===== src/rtl/scp_map.svh =====
// Register offsets, field positions, reset values and timing counts
// What this block does
// RULE1 - Register bits use positive sense
// RULE2 - Sixteen registers, four address lines
// RULE3 - Eight-byte FIFO decouples host and SCSI
// RULE4 - Writes to read-only registers are ignored
// RULE5 - Reads of write-only locations are undefined
// RULE6 - Some addresses differ for read and write
// RULE7 - Interrupt, polled or mixed status operation
// RULE8 - Manual mode: software drives handshake directly
// RULE9 - Program mode: hardware handshake, host moves bytes
// RULE10 - DMA mode uses request/acknowledge interface
// RULE11 - Diagnostic mode simulates SCSI bus events
// RULE12 - Arbitrate with own ID, bit 7 highest
// RULE13 - Sample other seven lines to decide winner
// RULE14 - Differential variant: separate in/out ports
// RULE15 - Single-ended variant: bidirectional port, tri-state
// RULE16 - Control register bit order as documented
// RULE17 - 24-bit counter decrements per SCSI byte
// RULE18 - DMA request held as level, not pulsed
// RULE19 - Host accesses only with chip select, stable
`ifndef SCP_MAP_SVH
`define SCP_MAP_SVH

`define SCP_OFF_OWN_ID    4'h0
`define SCP_OFF_CTL       4'h1
`define SCP_OFF_CMD       4'h2
`define SCP_OFF_TRANSFER_MODE_CFG      4'h3
`define SCP_OFF_INTERRUPT_SENSE_CLEAR      4'h4
`define SCP_OFF_PHASE_SENSE_DIAG_CTRL      4'h5
`define SCP_OFF_CONTROLLER_STATUS      4'h6
`define SCP_OFF_ERROR_STATUS      4'h7
`define SCP_OFF_PHASE_CONTROL      4'h8
`define SCP_OFF_MBC       4'h9
`define SCP_OFF_FIFO      4'ha
`define SCP_OFF_TEMP      4'hb
`define SCP_OFF_TC_HIGH   4'hc
`define SCP_OFF_TC_MID    4'hd
`define SCP_OFF_TC_LOW    4'he
`define SCP_OFF_EXTERNAL_BUFFER_PORT      4'hf

`define SCP_CTL_RST_DIS   7
`define SCP_CTL_CTRL_RST  6
`define SCP_CTL_DIAG      5
`define SCP_CTL_ARB_EN    4
`define SCP_CTL_PAR_EN    3
`define SCP_CTL_SEL_EN    2
`define SCP_CTL_RESEL_EN  1
`define SCP_CTL_INT_EN    0

`define SCP_INT_CMD_DONE  4
`define SCP_INT_SVC_REQ   3
`define SCP_INT_TIMEOUT   2
`define SCP_INT_HARD_ERR  1

`define SCP_ERROR_STATUS_PHASE    2

`define SCP_CMD_PRG_BIT   2
`define SCP_CMD_SELECT    3'h1
`define SCP_CMD_XFER      3'h4
`define SCP_CMD_SET_ACK   3'h6
`define SCP_CMD_RST_ACK   3'h7

`define SCP_RST_BYTE      8'h00
`define SCP_RST_COUNT     24'h000000
`define SCP_FIFO_DEPTH    4'h8

`define SCP_CLK_NS        40
`define SCP_ARB_DELAY_NS  2400
`define SCP_ARB_CYC       ((`SCP_ARB_DELAY_NS + `SCP_CLK_NS - 1) / `SCP_CLK_NS)

`endif


===== src/rtl/scp_pkg.sv =====
// Types shared by the SCSI protocol controller register block
package scp_pkg;

    typedef struct packed {
        logic req;
        logic ack;
        logic atn;
        logic sel;
        logic bsy;
        logic msg;
        logic cd;
        logic io;
    } scp_ctl_type;

    typedef struct packed {
        logic       cs_n;
        logic       rd;
        logic       wr;
        logic [3:0] sel;
        logic [7:0] wdata;
    } scp_host_type;

    typedef enum logic [3:0] {
        ST_IDLE = 4'b0001,
        ST_ARB  = 4'b0010,
        ST_XREQ = 4'b0100,
        ST_XACK = 4'b1000
    } scp_state_type;

endpackage

===== src/rtl/scp_ctrl.sv =====
// SCSI protocol controller: host registers, FIFO, arbitration, transfer
`timescale 1ns/1ns
`include "scp_map.svh"
module scp_ctrl
    import scp_pkg::*;
(
    input  wire logic         clock_i,
    input  wire logic         srst_i,
    input  wire logic         ce_i,
    input  wire scp_host_type host_i,
    output logic [7:0]        rdata_o,
    output logic              rpar_o,
    output logic              intr_o,
    output logic              dma_req_o,
    input  wire logic         dma_ack_i,
    input  wire logic [7:0]   dma_wdata_i,
    output logic [7:0]        dma_rdata_o,
    input  wire logic [7:0]   scsi_db_i,
    output logic [7:0]        scsi_db_o,
    output logic [7:0]        scsi_db_oe_o,
    input  wire scp_ctl_type  scsi_ctl_i,
    output scp_ctl_type       scsi_ctl_o,
    output scp_ctl_type       scsi_ctl_oe_o
);

    function automatic logic odd_par(input logic [7:0] v);
        odd_par = ~(^v);
    endfunction

    function automatic logic need_more(input logic [23:0] tc,
                                       input logic [3:0]  cnt);
        need_more = tc > {20'h0, cnt};
    endfunction

    logic [7:0]    own_id_reg;
    logic [7:0]    ctl_reg;
    logic [7:0]    cmd_reg;
    logic [7:0]    transfer_mode_cfg_reg;
    logic [7:0]    interrupt_sense_clear_reg;
    logic [7:0]    diag_reg;
    logic [7:0]    error_status_reg;
    logic [7:0]    phase_control_reg;
    logic [7:0]    temp_reg;
    logic [7:0]    external_buffer_port_reg;
    logic [23:0]   tc_reg;
    logic [7:0]    fifo_mem [0:7];
    logic [2:0]    wptr_reg;
    logic [2:0]    rptr_reg;
    logic [3:0]    fcnt_reg;
    logic [6:0]    arb_cnt_reg;
    logic          conn_reg;
    logic          dir_in_reg;
    logic          prg_reg;
    logic          man_ack_reg;
    logic [7:0]    rdata_reg;
    logic          rpar_reg;
    logic          intr_reg;
    logic          dma_req_reg;
    logic [7:0]    dma_rdata_reg;
    logic [7:0]    db_out_reg;
    logic [7:0]    db_oe_reg;
    scp_ctl_type   ctl_out_reg;
    scp_ctl_type   ctl_oe_reg;
    scp_state_type state_reg;
    scp_state_type state_next;

    // Host access decode, only while chip select is low
    wire        host_acc = ce_i & ~host_i.cs_n; // RULE19
    wire        hwr      = host_acc & host_i.wr;
    wire        hrd      = host_acc & host_i.rd;
    wire [15:0] wsel     = hwr ? (16'h0001 << host_i.sel) : 16'h0000; // RULE2
    wire [15:0] rsel     = hrd ? (16'h0001 << host_i.sel) : 16'h0000;

    wire        hold     = ctl_reg[`SCP_CTL_RST_DIS] |
                           ctl_reg[`SCP_CTL_CTRL_RST]; // RULE16
    wire        diag     = ctl_reg[`SCP_CTL_DIAG];
    wire        run      = ce_i & ~hold;

    // Diagnostic mode replaces the bus with register bits and loopback
    wire scp_ctl_type sense = diag ?
        scp_ctl_type'({diag_reg[7:6], 2'b00, diag_reg[3:0]}) :
        scsi_ctl_i; // RULE11
    wire [7:0]  db_sense = diag ? db_out_reg : scsi_db_i;

    wire [7:0]  own_hot  = 8'h01 << own_id_reg[2:0];
    wire [7:0]  above    = ~((own_hot << 1) - 8'h01);
    wire        arb_lost = |(db_sense & ~own_hot & above); // RULE12 RULE13
    wire        arb_done = (state_reg == ST_ARB) &
                           (arb_cnt_reg == 7'(`SCP_ARB_CYC - 1));

    wire [2:0]  cmd_code  = host_i.wdata[7:5];
    wire        cmd_wr    = wsel[`SCP_OFF_CMD] & run;
    wire        idle      = state_reg == ST_IDLE;
    wire        arb_allow = ctl_reg[`SCP_CTL_ARB_EN];
    wire        start_arb = cmd_wr & idle &
                            (cmd_code == `SCP_CMD_SELECT) & arb_allow;
    wire        arb_refused = cmd_wr & (cmd_code == `SCP_CMD_SELECT) &
                              ~(idle & arb_allow);
    wire        start_xfer = cmd_wr & idle & (cmd_code == `SCP_CMD_XFER);
    wire        phase_ok  = {sense.msg, sense.cd, sense.io} == phase_control_reg[2:0];
    wire        tc_zero   = tc_reg == 24'h000000;
    wire        xfer_act  = (state_reg == ST_XREQ) | (state_reg == ST_XACK);

    // FIFO pointers and flags
    wire        fifo_full  = fcnt_reg == `SCP_FIFO_DEPTH; // RULE3
    wire        fifo_empty = fcnt_reg == 4'h0;
    wire [7:0]  fifo_head  = fifo_mem[rptr_reg];

    // One SCSI byte moves when the target raises its request
    wire byte_step = run & (state_reg == ST_XREQ) & sense.req &
                     (dir_in_reg ? ~fifo_full : ~fifo_empty); // RULE9
    wire dma_take  = run & dma_ack_i & dma_req_o & xfer_act & ~prg_reg;
    wire h_push    = run & wsel[`SCP_OFF_FIFO] & ~dir_in_reg & ~fifo_full &
                     need_more(tc_reg, fcnt_reg);
    wire h_pop     = run & rsel[`SCP_OFF_FIFO] & dir_in_reg & ~fifo_empty;
    wire d_push    = dma_take & ~dir_in_reg & ~fifo_full &
                     need_more(tc_reg, fcnt_reg); // RULE10
    wire d_pop     = dma_take & dir_in_reg & ~fifo_empty;
    wire push      = dir_in_reg ? byte_step : (h_push | d_push);
    wire pop       = dir_in_reg ? (h_pop | d_pop) : byte_step;
    wire [7:0] push_data = dir_in_reg ? db_sense :
                           (d_push ? dma_wdata_i : host_i.wdata);

    // DMA request uses next-cycle FIFO state so a steady ack never overruns
    wire [3:0]  fcnt_next = fcnt_reg + 4'(push) - 4'(pop);
    wire [23:0] tc_after  = tc_reg - 24'(byte_step);
    wire dma_req_next = run & xfer_act & ~prg_reg &
                        (dir_in_reg ? (fcnt_next != 4'h0) :
                         ((fcnt_next != `SCP_FIFO_DEPTH) &
                          need_more(tc_after, fcnt_next))); // RULE18

    wire xfer_end  = run & (state_reg == ST_XACK) & ~sense.req & tc_zero;
    wire ev_done   = xfer_end | (start_xfer & phase_ok & tc_zero) |
                     (arb_done & ~arb_lost & run);
    wire ev_phase  = start_xfer & ~phase_ok;
    wire ev_lost   = arb_done & arb_lost & run;

    wire [7:0] int_set = ({7'h00, ev_done} << `SCP_INT_CMD_DONE) |
                         ({7'h00, ev_phase} << `SCP_INT_SVC_REQ) |
                         ({7'h00, ev_lost} << `SCP_INT_TIMEOUT) |
                         ({7'h00, arb_refused} << `SCP_INT_HARD_ERR);
    wire [7:0] int_clr = wsel[`SCP_OFF_INTERRUPT_SENSE_CLEAR] ? host_i.wdata : 8'h00;
    // A set in the same cycle as its clear wins
    wire [7:0] interrupt_sense_clear_next = (interrupt_sense_clear_reg & ~int_clr) | int_set; // RULE1 RULE7

    always_comb begin
        state_next = state_reg;
        case (state_reg)
            ST_IDLE: begin
                if (start_arb) begin
                    state_next = ST_ARB;
                end else if (start_xfer & phase_ok & ~tc_zero) begin
                    state_next = ST_XREQ;
                end
            end
            ST_ARB: begin
                if (arb_done) begin
                    state_next = ST_IDLE;
                end
            end
            ST_XREQ: begin
                if (byte_step) begin
                    state_next = ST_XACK;
                end
            end
            ST_XACK: begin
                if (~sense.req) begin
                    state_next = tc_zero ? ST_IDLE : ST_XREQ;
                end
            end
            default: state_next = ST_IDLE;
        endcase
    end

    // Read data table; offsets 5 and 11 read back bus sense, not the written value; unused bits read as zero
    wire [7:0] rd_tab [0:15];
    assign rd_tab[0]  = own_hot; // RULE6
    assign rd_tab[1]  = ctl_reg;
    assign rd_tab[2]  = cmd_reg;
    assign rd_tab[3]  = transfer_mode_cfg_reg;
    assign rd_tab[4]  = interrupt_sense_clear_reg;
    assign rd_tab[5]  = sense; // RULE6
    assign rd_tab[6]  = {conn_reg, 1'b0, ~idle, xfer_act, 1'b0, tc_zero,
                         fifo_full, fifo_empty};
    assign rd_tab[7]  = error_status_reg;
    assign rd_tab[8]  = {~sense.bsy & ~sense.sel, 4'h0, phase_control_reg[2:0]};
    assign rd_tab[9]  = {4'h0, fcnt_reg};
    assign rd_tab[10] = fifo_head;
    assign rd_tab[11] = db_sense;
    assign rd_tab[12] = tc_reg[23:16];
    assign rd_tab[13] = tc_reg[15:8];
    assign rd_tab[14] = tc_reg[7:0];
    assign rd_tab[15] = external_buffer_port_reg;
    wire [7:0] rd_val = rd_tab[host_i.sel]; // RULE5

    // Bus drive: arbitration ID, transfer data, manual data
    wire man_ack_next = ~idle ? man_ack_reg :
        (cmd_wr & (cmd_code == `SCP_CMD_SET_ACK)) ? 1'b1 :
        (cmd_wr & (cmd_code == `SCP_CMD_RST_ACK)) ? 1'b0 : man_ack_reg; // RULE8
    wire man_drive = man_ack_reg & ~sense.io;
    wire [7:0] db_out_next = (state_reg == ST_ARB) ? own_hot :
                             (byte_step & ~dir_in_reg) ? fifo_head :
                             (idle & man_drive) ? temp_reg : db_out_reg;
    wire [7:0] db_oe_next = diag ? 8'h00 :
        (state_reg == ST_ARB) ? own_hot : // RULE12
        ((xfer_act & ~dir_in_reg) | (idle & man_drive)) ? 8'hff :
        8'h00; // RULE14 RULE15
    wire scp_ctl_type ctl_drv = '{req: 1'b0,
        ack: (state_reg == ST_XACK) | man_ack_reg,
        atn: 1'b0, sel: 1'b0,
        bsy: (state_reg == ST_ARB) | conn_reg,
        msg: 1'b0, cd: 1'b0, io: 1'b0};

    always_ff @(posedge clock_i) begin
        if (srst_i) begin
            own_id_reg <= `SCP_RST_BYTE;
            ctl_reg    <= `SCP_RST_BYTE;
            cmd_reg    <= `SCP_RST_BYTE;
            transfer_mode_cfg_reg   <= `SCP_RST_BYTE;
            diag_reg   <= `SCP_RST_BYTE;
            phase_control_reg   <= `SCP_RST_BYTE;
            temp_reg   <= `SCP_RST_BYTE;
            external_buffer_port_reg   <= `SCP_RST_BYTE;
        end else if (ce_i) begin
            // Offsets 6, 7 and 9 have no write path
            if (wsel[`SCP_OFF_OWN_ID]) own_id_reg <= {5'h00, host_i.wdata[2:0]};
            if (wsel[`SCP_OFF_CTL])    ctl_reg    <= host_i.wdata; // RULE16
            if (cmd_wr)                cmd_reg    <= host_i.wdata;
            if (wsel[`SCP_OFF_TRANSFER_MODE_CFG])   transfer_mode_cfg_reg   <= host_i.wdata;
            if (wsel[`SCP_OFF_PHASE_SENSE_DIAG_CTRL])   diag_reg   <= host_i.wdata; // RULE6
            if (wsel[`SCP_OFF_PHASE_CONTROL])   phase_control_reg   <= host_i.wdata;
            if (wsel[`SCP_OFF_TEMP])   temp_reg   <= host_i.wdata;
            if (wsel[`SCP_OFF_EXTERNAL_BUFFER_PORT])   external_buffer_port_reg   <= host_i.wdata; // RULE4
        end
    end

    always_ff @(posedge clock_i) begin
        if (srst_i) begin
            tc_reg <= `SCP_RST_COUNT;
        end else if (ce_i) begin
            if (byte_step) begin
                tc_reg <= tc_reg - 24'h000001; // RULE17
            end else begin
                if (wsel[`SCP_OFF_TC_HIGH]) tc_reg[23:16] <= host_i.wdata;
                if (wsel[`SCP_OFF_TC_MID])  tc_reg[15:8]  <= host_i.wdata;
                if (wsel[`SCP_OFF_TC_LOW])  tc_reg[7:0]   <= host_i.wdata;
            end
        end
    end

    always_ff @(posedge clock_i) begin
        if (ce_i & push) begin
            fifo_mem[wptr_reg] <= push_data;
        end
    end

    always_ff @(posedge clock_i) begin
        if (srst_i) begin
            wptr_reg <= 3'h0;
            rptr_reg <= 3'h0;
            fcnt_reg <= 4'h0;
        end else if (ce_i) begin
            if (hold) begin
                wptr_reg <= 3'h0;
                rptr_reg <= 3'h0;
                fcnt_reg <= 4'h0;
            end else begin
                wptr_reg <= wptr_reg + 3'(push);
                rptr_reg <= rptr_reg + 3'(pop);
                fcnt_reg <= fcnt_reg + 4'(push) - 4'(pop);
            end
        end
    end

    always_ff @(posedge clock_i) begin
        if (srst_i) begin
            state_reg   <= ST_IDLE;
            arb_cnt_reg <= 7'h00;
            conn_reg    <= 1'b0;
            dir_in_reg  <= 1'b0;
            prg_reg     <= 1'b0;
            man_ack_reg <= 1'b0;
            interrupt_sense_clear_reg    <= `SCP_RST_BYTE;
            error_status_reg    <= `SCP_RST_BYTE;
        end else if (ce_i) begin
            interrupt_sense_clear_reg <= interrupt_sense_clear_next;
            if (hold) begin
                state_reg   <= ST_IDLE;
                arb_cnt_reg <= 7'h00;
                conn_reg    <= 1'b0;
                man_ack_reg <= 1'b0;
                error_status_reg    <= `SCP_RST_BYTE;
            end else begin
                state_reg   <= state_next;
                man_ack_reg <= man_ack_next;
                arb_cnt_reg <= (state_reg == ST_ARB) ?
                               arb_cnt_reg + 7'h01 : 7'h00;
                if (arb_done) conn_reg <= ~arb_lost; // RULE13
                if (start_xfer) begin
                    dir_in_reg <= sense.io;
                    prg_reg    <= host_i.wdata[`SCP_CMD_PRG_BIT]; // RULE9
                end
                if (ev_phase) error_status_reg[`SCP_ERROR_STATUS_PHASE] <= 1'b1;
            end
        end
    end

    always_ff @(posedge clock_i) begin
        if (srst_i) begin
            rdata_reg     <= `SCP_RST_BYTE;
            rpar_reg      <= 1'b1;
            intr_reg      <= 1'b0;
            dma_req_reg   <= 1'b0;
            dma_rdata_reg <= `SCP_RST_BYTE;
            db_out_reg    <= `SCP_RST_BYTE;
            db_oe_reg     <= `SCP_RST_BYTE;
            ctl_out_reg   <= '0;
            ctl_oe_reg    <= '0;
        end else if (ce_i) begin
            if (hrd) begin
                rdata_reg <= rd_val;
                rpar_reg  <= odd_par(rd_val);
            end
            intr_reg    <= ctl_reg[`SCP_CTL_INT_EN] & (|interrupt_sense_clear_reg); // RULE7
            dma_req_reg <= dma_req_next; // RULE18
            if (d_pop) dma_rdata_reg <= fifo_head; // RULE10
            db_out_reg  <= db_out_next;
            db_oe_reg   <= db_oe_next;
            ctl_out_reg <= ctl_drv;
            ctl_oe_reg  <= diag ? scp_ctl_type'(8'h00) : ctl_drv; // RULE11
        end
    end

    assign rdata_o       = rdata_reg;
    assign rpar_o        = rpar_reg;
    assign intr_o        = intr_reg;
    assign dma_req_o     = dma_req_reg;
    assign dma_rdata_o   = dma_rdata_reg;
    assign scsi_db_o     = db_out_reg;
    assign scsi_db_oe_o  = db_oe_reg;
    assign scsi_ctl_o    = ctl_out_reg;
    assign scsi_ctl_oe_o = ctl_oe_reg;
endmodule


===== config.mk =====
export PLATFORM = sky130hd
export DESIGN_NAME = scp_ctrl
export DESIGN_NICKNAME = d
export VERILOG_FILES = /design/src/rtl/scp_pkg.sv /design/src/rtl/scp_ctrl.sv
export VERILOG_INCLUDE_DIRS = /design/src /design/src/rtl
export SDC_FILE = /design/constraint.sdc
export NUM_CORES = 1
export LEC_CHECK = 0
export ABC_AREA = 0
export BUFFER_PORTS_ARGS = -buffer_cell sky130_fd_sc_hd__buf_2
export CELL_PAD_IN_SITES_DETAIL_PLACEMENT = 1
export CELL_PAD_IN_SITES_GLOBAL_PLACEMENT = 1
export CORE_ASPECT_RATIO = 0.7
export CORE_MARGIN = 2
export CORE_UTILIZATION = 43
export DETAILED_ROUTE_END_ITERATION = 12
export GPL_ROUTABILITY_DRIVEN = 0
export PLACE_DENSITY_LB_ADDON = 0.1
export SYNTH_ARGS = -nofsm -noshare
export SYNTH_HDL_FRONTEND = slang
export SYNTH_SLANG_ARGS = --single-unit

===== constraint.sdc =====
create_clock -name clock_i -period 4.1 [get_ports clock_i]
set_clock_uncertainty 0.1 [all_clocks]
set_input_delay 0.615 -clock clock_i [delete_from_list [all_inputs] [get_ports clock_i]]
set_output_delay 0.615 -clock clock_i [all_outputs]
set_load 0.02 [all_outputs]

==> flow_summary.yaml <==
run_status:
  status: "finished clean"
die:
  fp.coreArea_mm2: 0.02671
  die-area_mm2: 0.02853
  num_rows: 50
  pin_count: 94
  start_util_pct: 43.74
  die_y_um: 141.9
  dieWidth_um: 201.0
drt:
  final_antenna_net_count: 0
  drtPass1Iterations: 5
  drt-vias-per-instance: 6.014
  drt_iter0_markers: 1033
  wl_per_cell_um: 25.28
  drt_wl_total_mm: 43.79
  vias: 10420
  drt_drc_violations_left: 0
power:
  power_switching_w: 0.001180
  fin_total_pwr_w: 0.004738
  peakVddDrop_uv: 229.9
  power_density_mw_per_mm2: 342.1
  intPower_w: 0.003558
  p_leak_nw: 5.299
  combPwrFrac_pct: 8.9
  pwr-share-clk_pct: 44.4
  pwr-share-seq_pct: 46.8
  sw_frac_of_total_pct: 24.91
timing:
  hold_violations: 0
  rsz0062_at_grt: "true"
  fmax_ghz: 0.2478
  drv_slew: 0
  holdWs_ns: 0.3527
  relSlewSlack_pct: 23.68
  tightest_slew_ns: 1.137
  tns_ns: 0
  min_period_ns: 4.035
  period_share_pct: 98.41
  setup-violations-final: 0
clock_network:
  numClockSinks: 216
  clock_latency_ns: 0.53
  cts_tree: "built"
  cts_buffer_depth: 3
  cts-root-buf: "clkbuf_16"
  clk_pin_slew_ns: 0.06
  cts.htree.levels: 1
  cts_buffers: 23
synth:
  synth_compound_area_share_pct: 14.05
  synth_edf_count: 64
  synth_mux_area_share_pct: 14.73
  ys_warn_count: 0
  netlist.area_leader.share_pct: 26.04
  yosysSeqAreaShare_pct: 42.49
  ys.flop_type: "dfxtp_1"
  synthTopCellsByArea: "dfxtp_1 26%, edfxtp_1 16%, mux2i_1 7.8%"
  synth_area_per_cell_um2: 9.500
  synth_fa_ha_area_share_pct: 2.527
  synth_cells: 1230
  synth_top_area_cell: "dfxtp_1"
  synth_top_family_by_area: "simple AND/OR/NAND/NOR gates"
  synthArstFlopShare_pct: 0
  synth_area_mm2: 0.01168
  synth.ff_latch_count: 216
  ys_types: 88
  synthXorXnorAreaFrac_pct: 1.681
  synth-simple-area-share_pct: 19.53
placement:
  port_buffers: 81
  dpl_cell_area_mm2: 0.01292
  dp_hpwl_mm: 31.53
worst_setup_path:
  worstSetupEndpointType: "register"
  cp_max_fo: 2
  path_class: "reg -> reg"
  worst_setup_path_start_kind: "register"
  cp.required_ns: 4.39
  cp.arrival_ns: 4.33
finish:
  multi_input_area_mm2: 0.006407
  largest_register_ffs: 64
  fin_area_mm2: 0.01385
  fin_nets: 1417
  area_growth_pct: 18.54
  ff_latch_area_mm2: 0.004969
  fillCellCount: 3052
  drive_gt1_share_pct: 23.85
grt:
  grt_pass1_wl_mm: 64.91
  grt_max_degree: 64
  grt_pass1_vias: 10160
  antenna_found_initial: 2
  overflow: 0
  grt_usage_pct: 30.14
worst_hold_path:
  hold_class: "reg -> reg"
flow_run:
  maxCapViolations: 0
==> layout by cell type (no fill, tap or decap), drive strengths merged, types with 29 or more instances in the layout <==
cell type / instances
nor2: 177
edfxtp: 64
nand3: 33
mux2i: 91
nand2: 102
buf: 181
o21ai: 59
clkbuf: 32
a21oi: 79
nor3: 32
inv: 29
nand2b: 30
dfxtp: 152
==> power by group through the flow <==
stage	sequential, W	clock [W]	combinational (W)
2_1_floorplan	0.00227	0	0.000240
3_3_place_gp	0.00226	0	0.000396
3_5_place_dp	0.00226	0	0.000399
4_1_cts	0.00221	0.00211	0.000406
5_1_grt	0.00222	0.00221	0.000442
6_report	0.00222	0.00210	0.000421
==> Yosys cell counts, drive strengths merged, types with 7 or more instances <==
cell      n
a211oi   12
a21oi    79
a221oi    7
a22oi     9
a31oi     7
and3      7
buf      38
clkbuf   58
dfxtp   152
edfxtp   64
ha       22
inv      28
mux2     22
mux2i    91
mux4     25
nand2   102
nand2b   30
nand3    33
nand3b    7
nand4    11
nor2    177
nor2b    14
nor3     32
nor3b     7
nor4     15
o211ai    9
o21ai    59
o31ai     7
xnor2    10
xor2      9
==> layer usage <==
layer	global-route usage [%]	part of all wire, %
met4	7.290	2.3
met2	42.76	41
met5	2.211	0
met1	46.12	47
met3	6.201	9.2
==> cell families (layout without fill, tap and decap cells) <==
| kind of cell | count (synthesis) | in the layout |
|---|---|---|
| AO/OA/AOI/OAI | 248 | 248 |
| XOR/XNOR | 20 | 20 |
| adder cells (fa/ha/maj) | 23 | 23 |
| buffers and inverters | 125 | 251 |
| flip-flops | 216 | 216 |
| multiplexers | 138 | 138 |
| other | 1 | 13 |
| AND/OR/NAND/NOR | 459 | 459 |
==> layout make-up <==
cell class | count | share of cell area [%]
Multi-Input combinational cell | 900 | 46.26
Sequential cell | 216 | 35.87
Timing Repair Buffer | 181 | 8.455
Clock buffer | 32 | 4.616
Tap cell | 364 | 3.288
Inverter | 29 | 0.7859
Clock inverter | 9 | 0.7046
Antenna cell | 1 | 0.01807
==> worst paths after layout <==
path | slack, ns | to | depth (start not counted) | startpoint
setup / recovery | 0.07 | dma_req_o$_SDFFE_PP0P_ | 22 | fcnt_reg[1]$_SDFFE_PP0P_
hold / removal | 0.35 | rdata_o[3]$_SDFFE_PP0P_ | 2 | rdata_o[3]$_SDFFE_PP0P_
setup reg to reg | 0.07 | dma_req_o$_SDFFE_PP0P_ | 22 | fcnt_reg[1]$_SDFFE_PP0P_
hold reg to reg | 0.35 | rdata_o[3]$_SDFFE_PP0P_ | 2 | rdata_o[3]$_SDFFE_PP0P_
==> critical path, stage by stage, from the launching register on <==
cell and delay (ns):
dfxtp_2 0.33, inv_2 0.05, ha_4 0.21, nor2b_4 0.12, o21a_1 0.17, o21a_1 0.19, o21ai_2 0.16, a311oi_4 0.13
a21oi_2 0.23, ha_4 0.17, inv_2 0.04, ha_4 0.21, a21o_1 0.17, a21oi_2 0.13, xor2_1 0.23, inv_1 0.11
ha_4 0.26, and3_4 0.16, a221oi_4 0.21, a21o_1 0.11, nand2_1 0.06, o31ai_2 0.25, a21oi_1 0.09
==> metrics by stage <==
| stage | worst slack, ns | utilization [%] | instances |
|---|---|---|---|
| 2_1_floorplan | 0.01517 | - | 1241 |
| 3_3_place_gp | 0.06341 | 48.38 | 1687 |
| 3_5_place_dp | -0.1760 | 48.38 | 1687 |
| 4_1_cts | 0.02771 | 51.31 | 1729 |
| 5_1_grt | -0.09361 | 51.85 | 1732 |
| 6_report | 0.06505 | 51.85 | 1732 |
==> timing repair <==
action                                  4_1_cts  5_1_grt
resized for setup                             8       27
hold buffers                                  0        0
pin swaps                                     8       20
hold endpoints to repair                      0        0
buffers inserted                              1        2
endpoints found under the setup margin        1        1
(Power assumes the default switching activity.)
